--- config.mk ---
export PLATFORM = sky130hd
export DESIGN_NAME = asf_flags
export DESIGN_NICKNAME = d
export VERILOG_FILES = /design/src/core/asf_pkg.sv /design/src/core/asf_sleep_seq.sv /design/src/core/asf_flags.sv
export VERILOG_INCLUDE_DIRS = /design/src /design/src/core
export SDC_FILE = /design/constraint.sdc
export NUM_CORES = 1
export LEC_CHECK = 0
export ABC_AREA = 1
export BUFFER_PORTS_ARGS = -buffer_cell sky130_fd_sc_hd__buf_2
export CORE_MARGIN = 5
export CORE_UTILIZATION = 30
export DETAILED_ROUTE_END_ITERATION = 10
export SLEW_MARGIN = 10
export SYNTH_ARGS = -nofsm -noshare
export SYNTH_HDL_FRONTEND = slang
export SYNTH_SLANG_ARGS = --single-unit
--- constraint.sdc ---
create_clock -name sys_clk -period 1.7 [get_ports sys_clk]
set_input_delay 0.255 -clock sys_clk [delete_from_list [all_inputs] [get_ports sys_clk]]
set_output_delay 0.255 -clock sys_clk [all_outputs]
set_load 0.01 [all_outputs]
--- src/core/asf_consts.svh ---
// constants for the converter status flag block
`ifndef ASF_CONSTS_SVH
`define ASF_CONSTS_SVH
// channel count and result width
`define ASF_NUM_CH 8
`define ASF_CH_W 3
`define ASF_DATA_W 10
// register byte offsets
`define ASF_OFF_CTRL 8'h00
`define ASF_OFF_MODE 8'h04
`define ASF_OFF_CHEN 8'h08
`define ASF_OFF_STATUS 8'h0C
`define ASF_OFF_LAST 8'h10
`define ASF_OFF_IRQ_ST 8'h14
`define ASF_OFF_IRQ_MASK 8'h18
`define ASF_OFF_RESULT0 8'h20
`define ASF_OFF_RESULT_LAST 8'h3C
// status field positions
`define ASF_POS_DONE 0
`define ASF_POS_OVR 8
`define ASF_POS_READY 16
`define ASF_POS_GLOB_OVR 17
`define ASF_POS_BUSY 18
`define ASF_POS_SLEEP 19
// last result field position of the channel number
`define ASF_POS_LAST_CH 12
// interrupt bits
`define ASF_IRQ_EOC 0
`define ASF_IRQ_OVR 1
`define ASF_IRQ_W 2
// reset values
`define ASF_RST_CHEN 8'h00
`define ASF_RST_IRQ_MASK 2'h0
`endif

--- src/core/asf_pkg.sv ---
// types of the converter status flag block
`include "asf_consts.svh"
package asf_pkg;
   typedef logic [`ASF_NUM_CH-1:0] asf_chmask_t;
   typedef logic [`ASF_DATA_W-1:0] asf_data_t;
   typedef logic [`ASF_CH_W-1:0] asf_ch_t;
   // one end of conversion from the analog front end
   typedef struct packed {
      logic eoc;
      asf_ch_t ch;
      asf_data_t data;
   } asf_conv_s;
   // state of the main block
   typedef struct packed {
      asf_chmask_t done;
      asf_chmask_t ovr;
      logic data_ready_flag;
      logic global_overrun_flag;
      asf_data_t last_data;
      asf_ch_t last_ch;
      logic [`ASF_NUM_CH-1:0][`ASF_DATA_W-1:0] results;
      asf_chmask_t chen;
      logic sleep_sel;
      logic start_req;
      logic [`ASF_IRQ_W-1:0] irq_st;
      logic [`ASF_IRQ_W-1:0] irq_mask;
      logic dp_wr;
      logic [7:0] dp_addr;
      logic [31:0] hrdata;
   } asf_state_s;
   // state of the sleep sequencer
   typedef struct packed {
      logic busy;
      logic sleep;
      logic conv_start;
   } asf_seq_s;
endpackage : asf_pkg

--- src/core/asf_sleep_seq.sv ---
// conversion start and deferred sleep sequencer
`timescale 1ns/1ps
`include "asf_consts.svh"
module asf_sleep_seq (
   // clock and reset
   input wire logic sys_clk,
   input wire logic reset_n,
   // control from the register file, and the end of conversion from the converter
   input wire logic start_req,
   input wire logic sleep_sel,
   input wire logic conv_eoc,
   // to the converter and the status register
   output logic conv_start,
   output logic conv_busy,
   output logic sleep_active
);
   import asf_pkg::*;
   asf_seq_s s_r, s_nxt;

   // a start while busy is dropped; sleep is only entered at a conversion end
   always_comb begin
      s_nxt = s_r;
      s_nxt.conv_start = 1'b0;
      if (start_req && !s_r.busy) begin
         s_nxt.conv_start = 1'b1;
         s_nxt.busy = 1'b1;
         s_nxt.sleep = 1'b0; // waking for a start
      end else if (conv_eoc) begin
         s_nxt.busy = 1'b0;
         s_nxt.sleep = sleep_sel; // selecting sleep while idle waits for this edge
      end
      if (!sleep_sel) begin
         s_nxt.sleep = 1'b0;
      end
   end

   // state register
   always_ff @(posedge sys_clk or negedge reset_n) begin
      if (!reset_n) begin
         s_r <= '0;
      end else begin
         s_r <= s_nxt;
      end
   end

   assign conv_start = s_r.conv_start;
   assign conv_busy = s_r.busy;
   assign sleep_active = s_r.sleep;
endmodule : asf_sleep_seq

--- src/core/asf_flags.sv ---
// converter status flags with ahb-lite register slave and interrupt
// Contract
// - data ready clears only on a last result read, not on channel reads.
// - a channel read, or last read holding that channel, clears its done flag.
// - a stored conversion writes channel and last result, sets done and ready.
// - a conversion ending with data ready already set sets global overrun.
// - a status read clears global overrun unless a new overrun arrives.
// - status read with conversion end: global overrun equals prior data ready.
// - a conversion ending on a channel still done sets its overrun flag.
// - a status read clears channel overruns even when done sets that cycle.
// - disabling another channel never spoils ready or global overrun updates.
// - a channel disabled during conversion never gets its done flag set.
// - data ready rises only when a result is really stored.
// - a channel read clears only that channel's done flag.
// - sleep chosen while idle starts only after the next conversion ends.
//
// Our own choices: the AHB-Lite interface to the registers and the register addresses.
`timescale 1ns/1ps
`include "asf_consts.svh"
module asf_flags (
   // clock and reset
   input wire logic sys_clk,
   input wire logic reset_n,
   // ahb-lite slave
   input wire logic hsel,
   input wire logic [31:0] haddr,
   input wire logic [1:0] htrans,
   input wire logic hwrite,
   input wire logic [2:0] hsize,
   input wire logic hready,
   input wire logic [31:0] hwdata,
   output logic [31:0] hrdata,
   output logic hreadyout,
   output logic hresp,
   // converter front end
   input wire asf_pkg::asf_conv_s conv_in,
   output logic conv_start,
   output logic sleep_active,
   // interrupt
   output logic irq
);
   import asf_pkg::*;

   asf_state_s s_r, s_nxt;
   logic acc;
   logic rd;
   logic [7:0] a;
   logic store;
   logic sr_rd;
   logic last_rd;
   logic irq_rd;
   asf_chmask_t res_rd;
   asf_chmask_t done_clr;
   asf_chmask_t done_set;
   asf_chmask_t ovr_set;
   logic conv_busy;

   // address phase decode; zero wait states, so every accepted phase is final
   assign acc = hsel && htrans[1] && hready;
   assign rd = acc && !hwrite;
   assign a = haddr[7:0];
   assign sr_rd = rd && (a == `ASF_OFF_STATUS);
   assign last_rd = rd && (a == `ASF_OFF_LAST);
   assign irq_rd = rd && (a == `ASF_OFF_IRQ_ST);

   // only an enabled channel stores; the enable of other channels plays no part
   assign store = conv_in.eoc && s_r.chen[conv_in.ch];

   // per channel read decode, clear and set terms
   genvar gi;
   generate
      for (gi = 0; gi < `ASF_NUM_CH; gi++) begin : g_ch
         localparam logic [7:0] OFF = 8'(`ASF_OFF_RESULT0 + 4 * gi);
         assign res_rd[gi] = rd && (a == OFF);
         // clear follows the channel actually read
         assign done_clr[gi] = res_rd[gi] || (last_rd && (s_r.last_ch == asf_ch_t'(gi)));
         assign done_set[gi] = store && (conv_in.ch == asf_ch_t'(gi));
         assign ovr_set[gi] = done_set[gi] && s_r.done[gi];
      end
   endgenerate

   // next state: bus, registers and flags
   always_comb begin
      s_nxt = s_r;
      s_nxt.start_req = 1'b0;
      s_nxt.dp_wr = acc && hwrite;
      s_nxt.dp_addr = a;
      // read data is sampled before any clear-on-read of the same access
      if (rd) begin
         s_nxt.hrdata = 32'h0000_0000;
         case (a)
            `ASF_OFF_MODE: s_nxt.hrdata[0] = s_r.sleep_sel;
            `ASF_OFF_CHEN: s_nxt.hrdata[`ASF_NUM_CH-1:0] = s_r.chen;
            `ASF_OFF_STATUS: begin
               s_nxt.hrdata[`ASF_POS_DONE+:`ASF_NUM_CH] = s_r.done;
               s_nxt.hrdata[`ASF_POS_OVR+:`ASF_NUM_CH] = s_r.ovr;
               s_nxt.hrdata[`ASF_POS_READY] = s_r.data_ready_flag;
               s_nxt.hrdata[`ASF_POS_GLOB_OVR] = s_r.global_overrun_flag;
               s_nxt.hrdata[`ASF_POS_BUSY] = conv_busy;
               s_nxt.hrdata[`ASF_POS_SLEEP] = sleep_active;
            end
            `ASF_OFF_LAST: begin
               s_nxt.hrdata[`ASF_DATA_W-1:0] = s_r.last_data;
               s_nxt.hrdata[`ASF_POS_LAST_CH+:`ASF_CH_W] = s_r.last_ch;
            end
            `ASF_OFF_IRQ_ST: s_nxt.hrdata[`ASF_IRQ_W-1:0] = s_r.irq_st;
            `ASF_OFF_IRQ_MASK: s_nxt.hrdata[`ASF_IRQ_W-1:0] = s_r.irq_mask;
            default: begin
               if (a >= `ASF_OFF_RESULT0 && a <= `ASF_OFF_RESULT_LAST && a[1:0] == 2'b00) begin
                  s_nxt.hrdata[`ASF_DATA_W-1:0] = s_r.results[a[4:2]];
               end
            end
         endcase
      end
      // writes land at the end of their data phase
      if (s_r.dp_wr) begin
         case (s_r.dp_addr)
            `ASF_OFF_CTRL: s_nxt.start_req = hwdata[0];
            `ASF_OFF_MODE: s_nxt.sleep_sel = hwdata[0];
            `ASF_OFF_CHEN: s_nxt.chen = hwdata[`ASF_NUM_CH-1:0];
            `ASF_OFF_IRQ_MASK: s_nxt.irq_mask = hwdata[`ASF_IRQ_W-1:0];
            default: s_nxt.start_req = 1'b0;
         endcase
      end
      // result storage
      if (store) begin
         s_nxt.results[conv_in.ch] = conv_in.data;
         s_nxt.last_data = conv_in.data;
         s_nxt.last_ch = conv_in.ch;
      end
      // done flags: set beats clear for the same channel
      s_nxt.done = (s_r.done & ~done_clr) | done_set;
      // channel overrun: a status read clears even as done sets
      s_nxt.ovr = (s_r.ovr & ~{`ASF_NUM_CH{sr_rd}}) | ovr_set;
      // data ready: set by a store only, cleared by a last read only
      if (store) begin
         s_nxt.data_ready_flag = 1'b1;
      end else if (last_rd) begin
         s_nxt.data_ready_flag = 1'b0;
      end
      // global overrun is always updated, never left stale by a coinciding read
      if (store && sr_rd) begin
         s_nxt.global_overrun_flag = s_r.data_ready_flag;
      end else if (store) begin
         s_nxt.global_overrun_flag = s_r.global_overrun_flag | s_r.data_ready_flag;
      end else if (sr_rd) begin
         s_nxt.global_overrun_flag = 1'b0;
      end
      // sticky interrupt status, cleared by its own read, set wins
      s_nxt.irq_st = s_r.irq_st & ~{`ASF_IRQ_W{irq_rd}};
      if (store) begin
         s_nxt.irq_st[`ASF_IRQ_EOC] = 1'b1;
      end
      if ((|ovr_set) || (store && s_r.data_ready_flag)) begin
         s_nxt.irq_st[`ASF_IRQ_OVR] = 1'b1;
      end
   end

   // state register
   always_ff @(posedge sys_clk or negedge reset_n) begin
      if (!reset_n) begin
         s_r <= '0;
         s_r.chen <= `ASF_RST_CHEN;
         s_r.irq_mask <= `ASF_RST_IRQ_MASK;
      end else begin
         s_r <= s_nxt;
      end
   end

   // the start pulse and sleep entry live in the sequencer
   asf_sleep_seq u_seq (
      .sys_clk(sys_clk),
      .reset_n(reset_n),
      .start_req(s_r.start_req),
      .sleep_sel(s_r.sleep_sel),
      .conv_eoc(conv_in.eoc),
      .conv_start(conv_start),
      .conv_busy(conv_busy),
      .sleep_active(sleep_active)
   );

   // bus answers: always ready, always okay
   assign hrdata = s_r.hrdata;
   assign hreadyout = 1'b1;
   assign hresp = 1'b0;
   // level interrupt, high while an unmasked sticky bit is set
   assign irq = |(s_r.irq_st & s_r.irq_mask);
endmodule : asf_flags

After elaboration in Yosys (flattened, before gate mapping)
Cells that the tools add are included.
{"block": "totals", "reg_bits": 157, "latchBits": 0, "mem_bits_rw": 0, "mem_bits_ro": 0, "in_bits": 88, "out_inout_bits": 37, "mem_count": 0}
{"block": "op_classes", "add_sub_neg": 0, "multipliers": 0, "n_div": 0, "magnitude_cmp": 5, "n_eq_ne": 32, "shift": 0, "mux": 28, "n_bitwise": 10, "n_reduce_logical": 71}
{"op": "80-bit bitwise mux", "count": 1}
{"op": "8-bit by 6-bit equality test with 1-bit output (second input constant)", "count": 8}
{"op": "1-bit logical AND", "count": 46}
{"op": "8-bit by 5-bit equality test with 1-bit output (second input constant)", "count": 4}
{"op": "10-bit binary-select mux with 3-bit select", "count": 1}
{"op": "10-bit demux with 3-bit select", "count": 1}
{"op": "10-bit two-way mux", "count": 3}
{"op": "3-bit equality test (second input constant)", "count": 8}
{"op": "8-bit by 4-bit equality test with 1-bit output (second input constant)", "count": 3}
{"op": "6-bit one-hot mux with 4 select lines", "count": 1}
{"op": "8-bit bitwise AND", "count": 2}
{"op": "8-bit by 3-bit equality test with 1-bit output (second input constant)", "count": 2}
{"op": "8-bit inverter", "count": 2}
{"op": "8-bit bitwise OR", "count": 2}
{"op": "3-bit by 2-bit equality test with 1-bit output (second input constant)", "count": 4}
{"op": "1-bit two-way mux", "count": 12}
{"op": "1-bit one-hot mux with 6 select lines", "count": 2}
{"op": "1-bit logical OR", "count": 9}
{"op": "8-bit by 6-bit >= comparator with 1-bit output (second input constant)", "count": 1}
{"op": "8-bit by 6-bit less-or-equal comparator with 1-bit output (second input constant)", "count": 1}
{"op": "8-bit logical NOT", "count": 1}
{"op": "3-bit by 4-bit less-than comparator with 1-bit output (second input constant)", "count": 2}
{"op": "8-bit OR reduction", "count": 1}
{"op": "3-bit by 1-bit equality test with 1-bit output (second input constant)", "count": 2}
{"op": "other kinds (19)", "count": 27}

Depth between registers and ports, before layout
Gate-level depths: netlist of the first run.
{"block": "logic_depth", "word_depth": 9, "depth_mapped": 12}

Hierarchy
Synthesis of the first run repeated with hierarchy kept, for this count alone.
{"block": "hier_totals", "hier_cells": 873, "area_unflattened_um2": 7494.7}
{"mod": "asf_flags", "instances": 1, "cells_per_inst": 863, "area_per_inst_um2": 7379.6, "seq_area_each_um2": 3853.7}
{"mod": "asf_sleep_seq", "instances": 1, "cells_per_inst": 10, "area_per_inst_um2": 115.1, "seq_area_each_um2": 75.1}

Worst setup path after synthesis of the first run
Ideal clock, no wire load.
{"block": "synth_timing", "kind": "input to register", "from": "input conv_in[10] in the netlist's numbering", "to": "register s_r[75] in the netlist's numbering", "setup_time_ns": 0.121, "t_arrival_ns": 1.365, "required_time_ns": 1.579, "path_slack_ns": 0.214, "path_stages": 12, "n_path_buf": 2, "cell_sequence": "buf_6 > nor2_1 > nand2_1 > nand3_1 > nor2_1 > nor2_4 > nand2_4 > inv_4 > nand2_4 > buf_6 > nand2_1 > o21ai_2"}
{"block": "synth_via", "elab_chain_cells": 5}
{"element": "from (decl)", "line_no": "asf_flags.sv:36", "text": "input wire asf_pkg::asf_conv_s conv_in,"}
{"element": "3-bit by 4-bit less-than comparator with 1-bit output (implied by the code) / 3-bit by 1-bit >= comparator with 1-bit output (equally long branches)", "line_no": "asf_flags.sv:127", "text": "s_nxt.results[conv_in.ch] = conv_in.data;"}
{"element": "1-bit logical AND (implied by the code)", "line_no": "asf_flags.sv:127"}
{"element": "10-bit two-way mux (implied by the code)", "line_no": "asf_flags.sv:127"}
{"element": "10-bit demux with 3-bit select", "line_no": "asf_flags.sv:127"}
{"element": "80-bit bitwise mux", "line_no": "asf_flags.sv:127"}
{"element": "to (signal assigned)", "line_no": "asf_flags.sv:166", "text": "s_r <= s_nxt;"}
{"element": "to (decl)", "line_no": "asf_flags.sv:44", "text": "asf_state_s s_r, s_nxt;"}
Parallel ways exist; a longest one is shown, timed or not. The select of a mux whose other input is x is not followed.
A chain may end at the register's enable or synchronous reset.

Worst setup path in the final report of the first run
{"block": "layout_timing", "from": "register s_r[54] in the netlist's numbering", "to": "register s_r[81] in the netlist's numbering"}
{"block": "layout_via", "elab_chain_cells": 3}
{"element": "1-bit binary-select mux with 3-bit select", "line_no": "asf_flags.sv:67", "text": "assign store = conv_in.eoc && s_r.chen[conv_in.ch];"}
{"element": "1-bit two-way mux (implied by the code)", "line_no": "asf_flags.sv:67"}
{"element": "1-bit logical AND", "line_no": "asf_flags.sv:67"}
Every way passes these cells. The select of a mux whose other input is x is not followed.

==> results of run 1 <==
## path summary, 6_finish.rpt
check                                               to  slack, ns  depth (start not counted)
setup / recovery                   s_r[81]$_DFFE_PN0P_       0.12                         10
hold / removal                       s_r[34]$_DFF_PN0_       0.04                          1
setup reg to reg                   s_r[81]$_DFFE_PN0P_       0.12                         10
hold reg to reg                 hrdata[19]$_DFFE_PN0P_       0.47                          2
max in group asynchronous         s_r[120]$_DFFE_PN0P_       0.78                          3
min in group asynchronous  u_seq.conv_busy$_DFFE_PN0P_       0.27                          2
## stage by stage
stage / std cells / hold slack, ns
CTS: 1302 / 0.0167
detailed placement: 1266 / 0.146
global placement: 1266 / 0.148
global route: 1302 / 0.0241
floorplan: 872 / -0.0406
finish: 1302 / 0.0402
## where the power goes
part	switching, W	internal (W)
clock network	0.00151	0.00233
logic	0.000845	0.000598
registers	0.000355	0.00439
total	0.00271	0.00732
## sequential cells by signal (all words and copies together), names as in the netlist
name,flops
u_seq.sleep_active,1
s_r,134
u_seq.conv_busy,1
hrdata,20
u_seq.conv_start,1
## cell type report
class,instances,area share (%)
Clock buffer,20,4.97
Clock inverter,10,1.56
Inverter,87,3.72
Multi-Input combinational cell,567,30.0
Sequential cell,157,43.7
Tap cell,324,4.51
Timing Repair Buffer,137,11.5
## repair_timing
item / in CTS / in global routing
hold buffers: 6 / 0
resized for setup: 0 / 6
hold endpoints to repair: 32 / 0
endpoints found under the setup margin: 0 / 20
## critical path: cells and delay by family, from the launching register on
family | cells | cell delay, ns
flops | 1 | 0.40
simple gates | 7 | 0.71
buf+inv | 2 | 0.26
compound gates | 1 | 0.07
## cells by family after synthesis
logic type	synth area share, %
buffers and inverters	10.2
AND/OR/NAND/NOR	20.8
AO/OA/AOI/OAI	15.0
flip-flops	53.7
other	0.103
multiplexers	0.154
## per-layer routing
layer | share of wire (%) | GRT usage [%] | vias up
met5 | 0 | 0 | -
met4 | 1.4 | 4.41 | 0
met3 | 6.3 | 3.93 | 26
met2 | 48 | 24.8 | 167
met1 | 44 | 20.0 | 2877
li1 | - | - | 2968
## cells in the final DEF, fill, tap and decap left out, types with 13 or more instances in the layout
master	netlist	routed
buf_2	10	57
o21ai_0	126	126
nand2_1	209	208
inv_1	80	80
a21oi_1	17	17
dfrtp_1	157	156
buf_4	35	62
clkbuf_16	0	17
o21ai_1	16	16
nand3_1	35	35
nor2_1	63	62
o22ai_1	14	14
conb_1	2	14
or2_2	13	13
==> impl_metrics.py, run 1 <==
metrics = {
    "status": {
        "status": "completed",
    },
    "grt": {
        "grt_start_max_net_pins": 47,
        "antenna_found_initial": 0,
        "grt_pass1_vias": 5954,
        "grt-ovfl-total": 0,
        "grt_pass1_wl_microns": 33000,
        "grt_usage_pct": 15.2,
    },
    "floorplan": {
        "floorplan.initialDensity_pct": 30.2,
        "core_sq_um": 24200,
        "die-area_sq_um": 27600,
        "rows": 57,
        "ioPinCount": 125,
        "die_w_microns": 166,
        "fp.dieH_microns": 166,
    },
    "synthesis": {
        "synth_top_area_cell": "dfrtp_1",
        "netlist.area_leader.share_pct": 53.7,
        "ys_top_cells_by_count": "nand2_1 (209), dfrtp_1 (157), o21ai_0 (126)",
        "synth_top_flop_cell": "dfrtp_1",
        "avgSynthCellArea_sq_um": 8.50,
        "ys_seq_area_share_pct": 53.7,
        "synthMostInstantiatedCell": "nand2_1",
        "synth.cell_area_sq_um": 7310,
        "synth_edf_count": 0,
        "synthCells": 860,
        "yosys_warnings": 0,
        "synth.distinct_cells": 39,
        "ys_ff_latch": 157,
        "synth_area_leaders": "dfrtp_1 (54%), nand2_1 (11%), o21ai_0 (8.6%), inv_1 (4.1%), buf_4 (3.6%)",
        "synthArstFlopShare_pct": 100,
    },
    "timing": {
        "fin_crit_ns": 1.58,
        "max_freq_mhz": 634,
        "clock_skew_ns": 0.0152,
        "period_share_pct": 92.8,
        "setup_violations": 0,
        "drv_slew": 0,
        "setup_ws_ns": 0.123,
        "fin_tns_setup_ns": 0,
        "hold_viol_final": 0,
    },
    "clock_tree": {
        "cts_max_path_buffers": 2,
        "clkTransAtPathRegs_ns": 0.06,
        "numCtsBuffers": 17,
        "cts.htree.levels": 4,
        "post_cts_buffers": 0,
        "clk_latency_ns": 0.43,
        "cts_sinks": 157,
        "cts_tree": "yes",
        "cts_root_buffer": "clkbuf_16",
    },
    "min_path": {
        "hp-start": "haddr[2]",
        "hp-class": "in -> reg",
    },
    "worst_setup_path": {
        "cp.required_ns": 2.00,
        "cp_max_fo": 10,
        "timing.rr.start": "s_r[54]$_DFFE_PN0P_",
        "critPathLaunch": "s_r[54]$_DFFE_PN0P_",
        "crit_type": "reg -> reg",
        "cp.arrival_ns": 1.88,
        "worstSetupStartpointType": "flip-flop",
        "crit_path_cell_trace": "nand3_1, nand3_1, nor2_1, nor2_4, nand2_4, inv_4, nand2_4, buf_12, nand2_1, o21ai_1",
        "cpMaxStageDelayCell": "dfrtp_2",
        "cp-end-kind": "flip-flop",
        "critPathMaxStageDelay_ns": 0.40,
    },
    "detailed_routing": {
        "wl_microns": 20700,
        "first_iter_violations": 452,
        "vias_per_cell": 4.64,
        "postRouteAntennaNets": 0,
        "routedWlPerCell_microns": 15.9,
        "drtPass1Iterations": 5,
        "drc": 0,
        "vias": 6038,
    },
    "layout": {
        "fin_area_sq_um": 8990,
        "syn_to_final_growth_pct": 23.0,
        "fin_util_pct": 37.2,
        "drive_gt1_share_pct": 21.3,
        "regArea_sq_um": 3930,
        "fillers": 2455,
        "n_antenna_cell": 0,
        "multiInputGateArea_sq_um": 2700,
        "fin_nets": 1055,
    },
    "pwr": {
        "finalPower_w": 0.0100,
        "max-vdd-ir-drop_uv": 536,
        "power_density_nw_per_um2": 1120,
        "leakage_nw": 4.42,
    },
    "placed_design": {
        "dp_hpwl_microns": 14900,
        "placed_area_sq_um": 8320,
        "pre_cts_slack_ns": -0.0790,
        "routabilityCongestion": 0.906,
        "io_buffers": 58,
    },
    "job": {
        "cap_viol_max_count": 0,
    },
}
Note: power is estimated with default switching activity, not from simulation.
==> run 2, diff against run 1 <==
CTS_BUF_LIST = sky130_fd_sc_hd__clkbuf_16   (was unset)
SYNTH_HIERARCHICAL = 1   (was unset)
==> run 2 against run 1 <==
  * Sequential share of layout area increased by 0.32 points
  * Largest power group unchanged
  * Maximum frequency down 1.3%
  * Combinational power is 3% higher
==> impl_metrics.py, run 2 <==
metrics = {
    "timing": {
        "setup_violations": 0,
        "period_share_pct": 94.0,
        "hold_viol_final": 0,
        "max_freq_mhz": 626,
        "rsz0062_at_grt": "yes",
        "clock_skew_ns": 0.00696,
        "fin_crit_ns": 1.60,
        "setup_ws_ns": 0.102,
        "drv_slew": 0,
    },
    "grt": {
        "use_met2_pct": 22.4,
        "grt-ovfl-total": 0,
        "antenna_found_initial": 0,
        "grt_pass1_wl_microns": 32300,
        "grt_start_max_net_pins": 43,
        "grt_pass1_vias": 5869,
        "use_met1_pct": 20.2,
        "met3_usage_pct": 3.05,
        "grt-busiest-layer": "met2",
        "grt_usage_pct": 14.5,
    },
    "worst_setup_path": {
        "cp-end-kind": "flip-flop",
        "timing.rr.start": "s_r[54]$_DFFE_PN0P_",
        "cp.arrival_ns": 1.90,
        "crit_path_cell_trace": "nand3_1, nand3_2, nor2_4, nor2_8, nand2_8, inv_8, nand2_4, nand2_1, o21ai_2",
        "path_buf_inv": 1,
        "rr_worst_depth": 9,
        "critPathMaxStageDelay_ns": 0.45,
        "cp.required_ns": 2.00,
        "worstSetupStartpointType": "flip-flop",
        "cp.depth": 9,
        "r2r_slack_ns": 0.10,
        "critPathLaunch": "s_r[54]$_DFFE_PN0P_",
        "r2r_end": "s_r[71]$_DFFE_PN0P_",
        "critPathTopFamily": "simple AND/OR/NAND/NOR gates",
        "critPathCapture": "s_r[71]$_DFFE_PN0P_",
        "cpMaxStageDelayCell": "dfrtp_1",
        "crit_type": "reg -> reg",
        "cp_max_fo": 21,
    },
    "floorplan": {
        "die-area_sq_um": 28200,
        "floorplan.initialDensity_pct": 30.6,
        "die_w_microns": 168,
        "fp.dieH_microns": 168,
        "rows": 57,
        "core_sq_um": 24500,
        "ioPinCount": 125,
    },
    "layout": {
        "largest_reg_flops": 134,
        "top_register": "s_r",
        "multiInputGateArea_sq_um": 2820,
        "regArea_sq_um": 3930,
        "drive_gt1_share_pct": 21.3,
        "final_common_cell": "nand2_1",
        "n_antenna_cell": 0,
        "syn_to_final_growth_pct": 19.0,
        "fillers": 2494,
        "fin_nets": 1049,
        "final_cell_mix": "nand2_1 (233), dfrtp_1 (157), inv_1 (81), o21ai_0 (81), nor2_1 (61)",
    },
    "synthesis": {
        "synthArstFlopShare_pct": 100,
        "ys_ff_latch": 157,
        "synthMostInstantiatedCell": "nand2_1",
        "avgSynthCellArea_sq_um": 8.58,
        "netlist.area_leader.share_pct": 52.4,
        "synth.distinct_cells": 40,
        "synth_edf_count": 0,
        "synth.cell_area_sq_um": 7490,
        "synth_area_leaders": "dfrtp_1 (52%), nand2_1 (12%), o21ai_0 (5.4%), inv_1 (4.0%), buf_4 (3.6%)",
        "synth_top_flop_cell": "dfrtp_1",
        "synthCells": 873,
        "synth_top_area_cell": "dfrtp_1",
        "ys_seq_area_share_pct": 52.4,
        "ys_top_cells_by_count": "nand2_1 (234), dfrtp_1 (157), o21ai_0 (81)",
        "yosys_warnings": 6,
    },
    "min_path": {
        "hp-class": "in -> reg",
    },
    "detailed_routing": {
        "wl_microns": 20000,
        "vias_per_cell": 4.64,
        "postRouteAntennaNets": 0,
        "routedWlPerCell_microns": 15.4,
        "vias": 6028,
        "first_iter_violations": 586,
        "drc": 0,
        "drtPass1Iterations": 5,
    },
    "placed_design": {
        "routabilityCongestion": 0.910,
        "dp_hpwl_microns": 14500,
        "io_buffers": 58,
        "pre_cts_slack_ns": -0.157,
    },
    "clock_tree": {
        "cts_tree": "yes",
        "clkTransAtPathRegs_ns": 0.06,
        "cts_root_buffer": "clkbuf_16",
        "cts_max_path_buffers": 2,
        "cts_sinks": 157,
        "cts.htree.levels": 4,
        "post_cts_buffers": 0,
        "numCtsBuffers": 17,
        "clk_latency_ns": 0.43,
    },
    "job": {
        "cap_viol_max_count": 0,
    },
    "pwr": {
        "max-vdd-ir-drop_uv": 401,
        "finalPower_w": 0.00991,
        "leakage_nw": 4.36,
        "power_density_nw_per_um2": 1110,
    },
    "status": {
        "status": "completed",
    },
}
## run 2: cell count changes after synthesis, sizes merged, moves of 4 or more
| cell | before | now |
|---|---|---|
| buf | 50 | 54 |
| mux2 | 1 | 5 |
| nand2 | 214 | 243 |
| nand3 | 38 | 45 |
| o21ai | 151 | 128 |
| o22ai | 14 | 1 |
## run 2: cell type report
| class | count | area share (%) |
|---|---|---|
| clock buffers | 17 | 4.77 |
| clock inverters | 15 | 1.49 |
| inverters | 87 | 3.75 |
| multi-input cells | 578 | 31.6 |
| flip-flops and latches | 157 | 44.0 |
| well taps | 324 | 4.54 |
| repair buffers | 120 | 9.81 |
## run 2: worst min-delay path by stage
stage,slack [ns],from,cells after the start,endpoint
global placement,0.22,reset_n,1,s_r[44]$_DFF_PN0_
global route,0.04,haddr[6],2,s_r[38]$_DFF_PN0_
finish,0.05,haddr[6],2,s_r[38]$_DFF_PN0_
CTS,0.03,haddr[6],2,s_r[38]$_DFF_PN0_
detailed placement,0.22,reset_n,1,s_r[44]$_DFF_PN0_
floorplan,-0.04,reset_n,0,hrdata[0]$_DFFE_PN0P_
## run 2: power breakdown
| part | internal (W) | total [W] | switching (W) | leakage (nW) |
|---|---|---|---|---|
| logic | 0.000614 | 0.00149 | 0.000878 | 2.20 |
| registers | 0.00440 | 0.00477 | 0.000367 | 1.89 |
| clock network | 0.00212 | 0.00365 | 0.00153 | 0.268 |
| total | 0.00714 | 0.00991 | 0.00277 | 4.36 |
## run 2: timing repair
action,4_1_cts,5_1_grt
hold buffers,5,0
endpoints found under the hold margin,42,0
endpoints found under the setup margin,0,9
gates resized for setup,0,1
## run 2: per-stage QoR
step | hold WS (ns) | std cells | utilization [%] | TNS, ns | instance area [sq um]
floorplan | -0.0406 | 885 | - | 0 | 7540
finish | 0.0477 | 1298 | 36.5 | 0 | 8920
global placement | 0.215 | 1261 | 34.0 | -0.655 | 8310
CTS | 0.0332 | 1298 | 36.5 | 0 | 8920
global route | 0.0393 | 1298 | 36.5 | -0.00851 | 8920
detailed placement | 0.216 | 1261 | 34.0 | -1.10 | 8310
## run 2: layer usage
layer | share of wire [%] | vias to the layer above
li1 | - | 2953
met1 | 47 | 2881
met2 | 45 | 173
met3 | 5.8 | 21
met4 | 1.8 | 0
met5 | 0 | -
## run 2: worst register-to-register path, cell delays in order (launching register included)
cell	delay, ns
dfrtp_1	0.45
nand3_1	0.12
nand3_2	0.11
nor2_4	0.05
nor2_8	0.18
nand2_8	0.09
inv_8	0.09
nand2_4	0.19
nand2_1	0.16
o21ai_2	0.06
## run 2: logic make-up (layout without fill, tap and decap cells)
logic type             Yosys count  count (layout)  synth area share, %
AO/OA/AOI/OAI                  170             170                 13.1
multiplexers                     5               5                0.751
flip-flops                     157             157                 52.4
buffers and inverters          150             239                 10.6
AND/OR/NAND/NOR                389             389                 23.0
other                            2              14                0.100
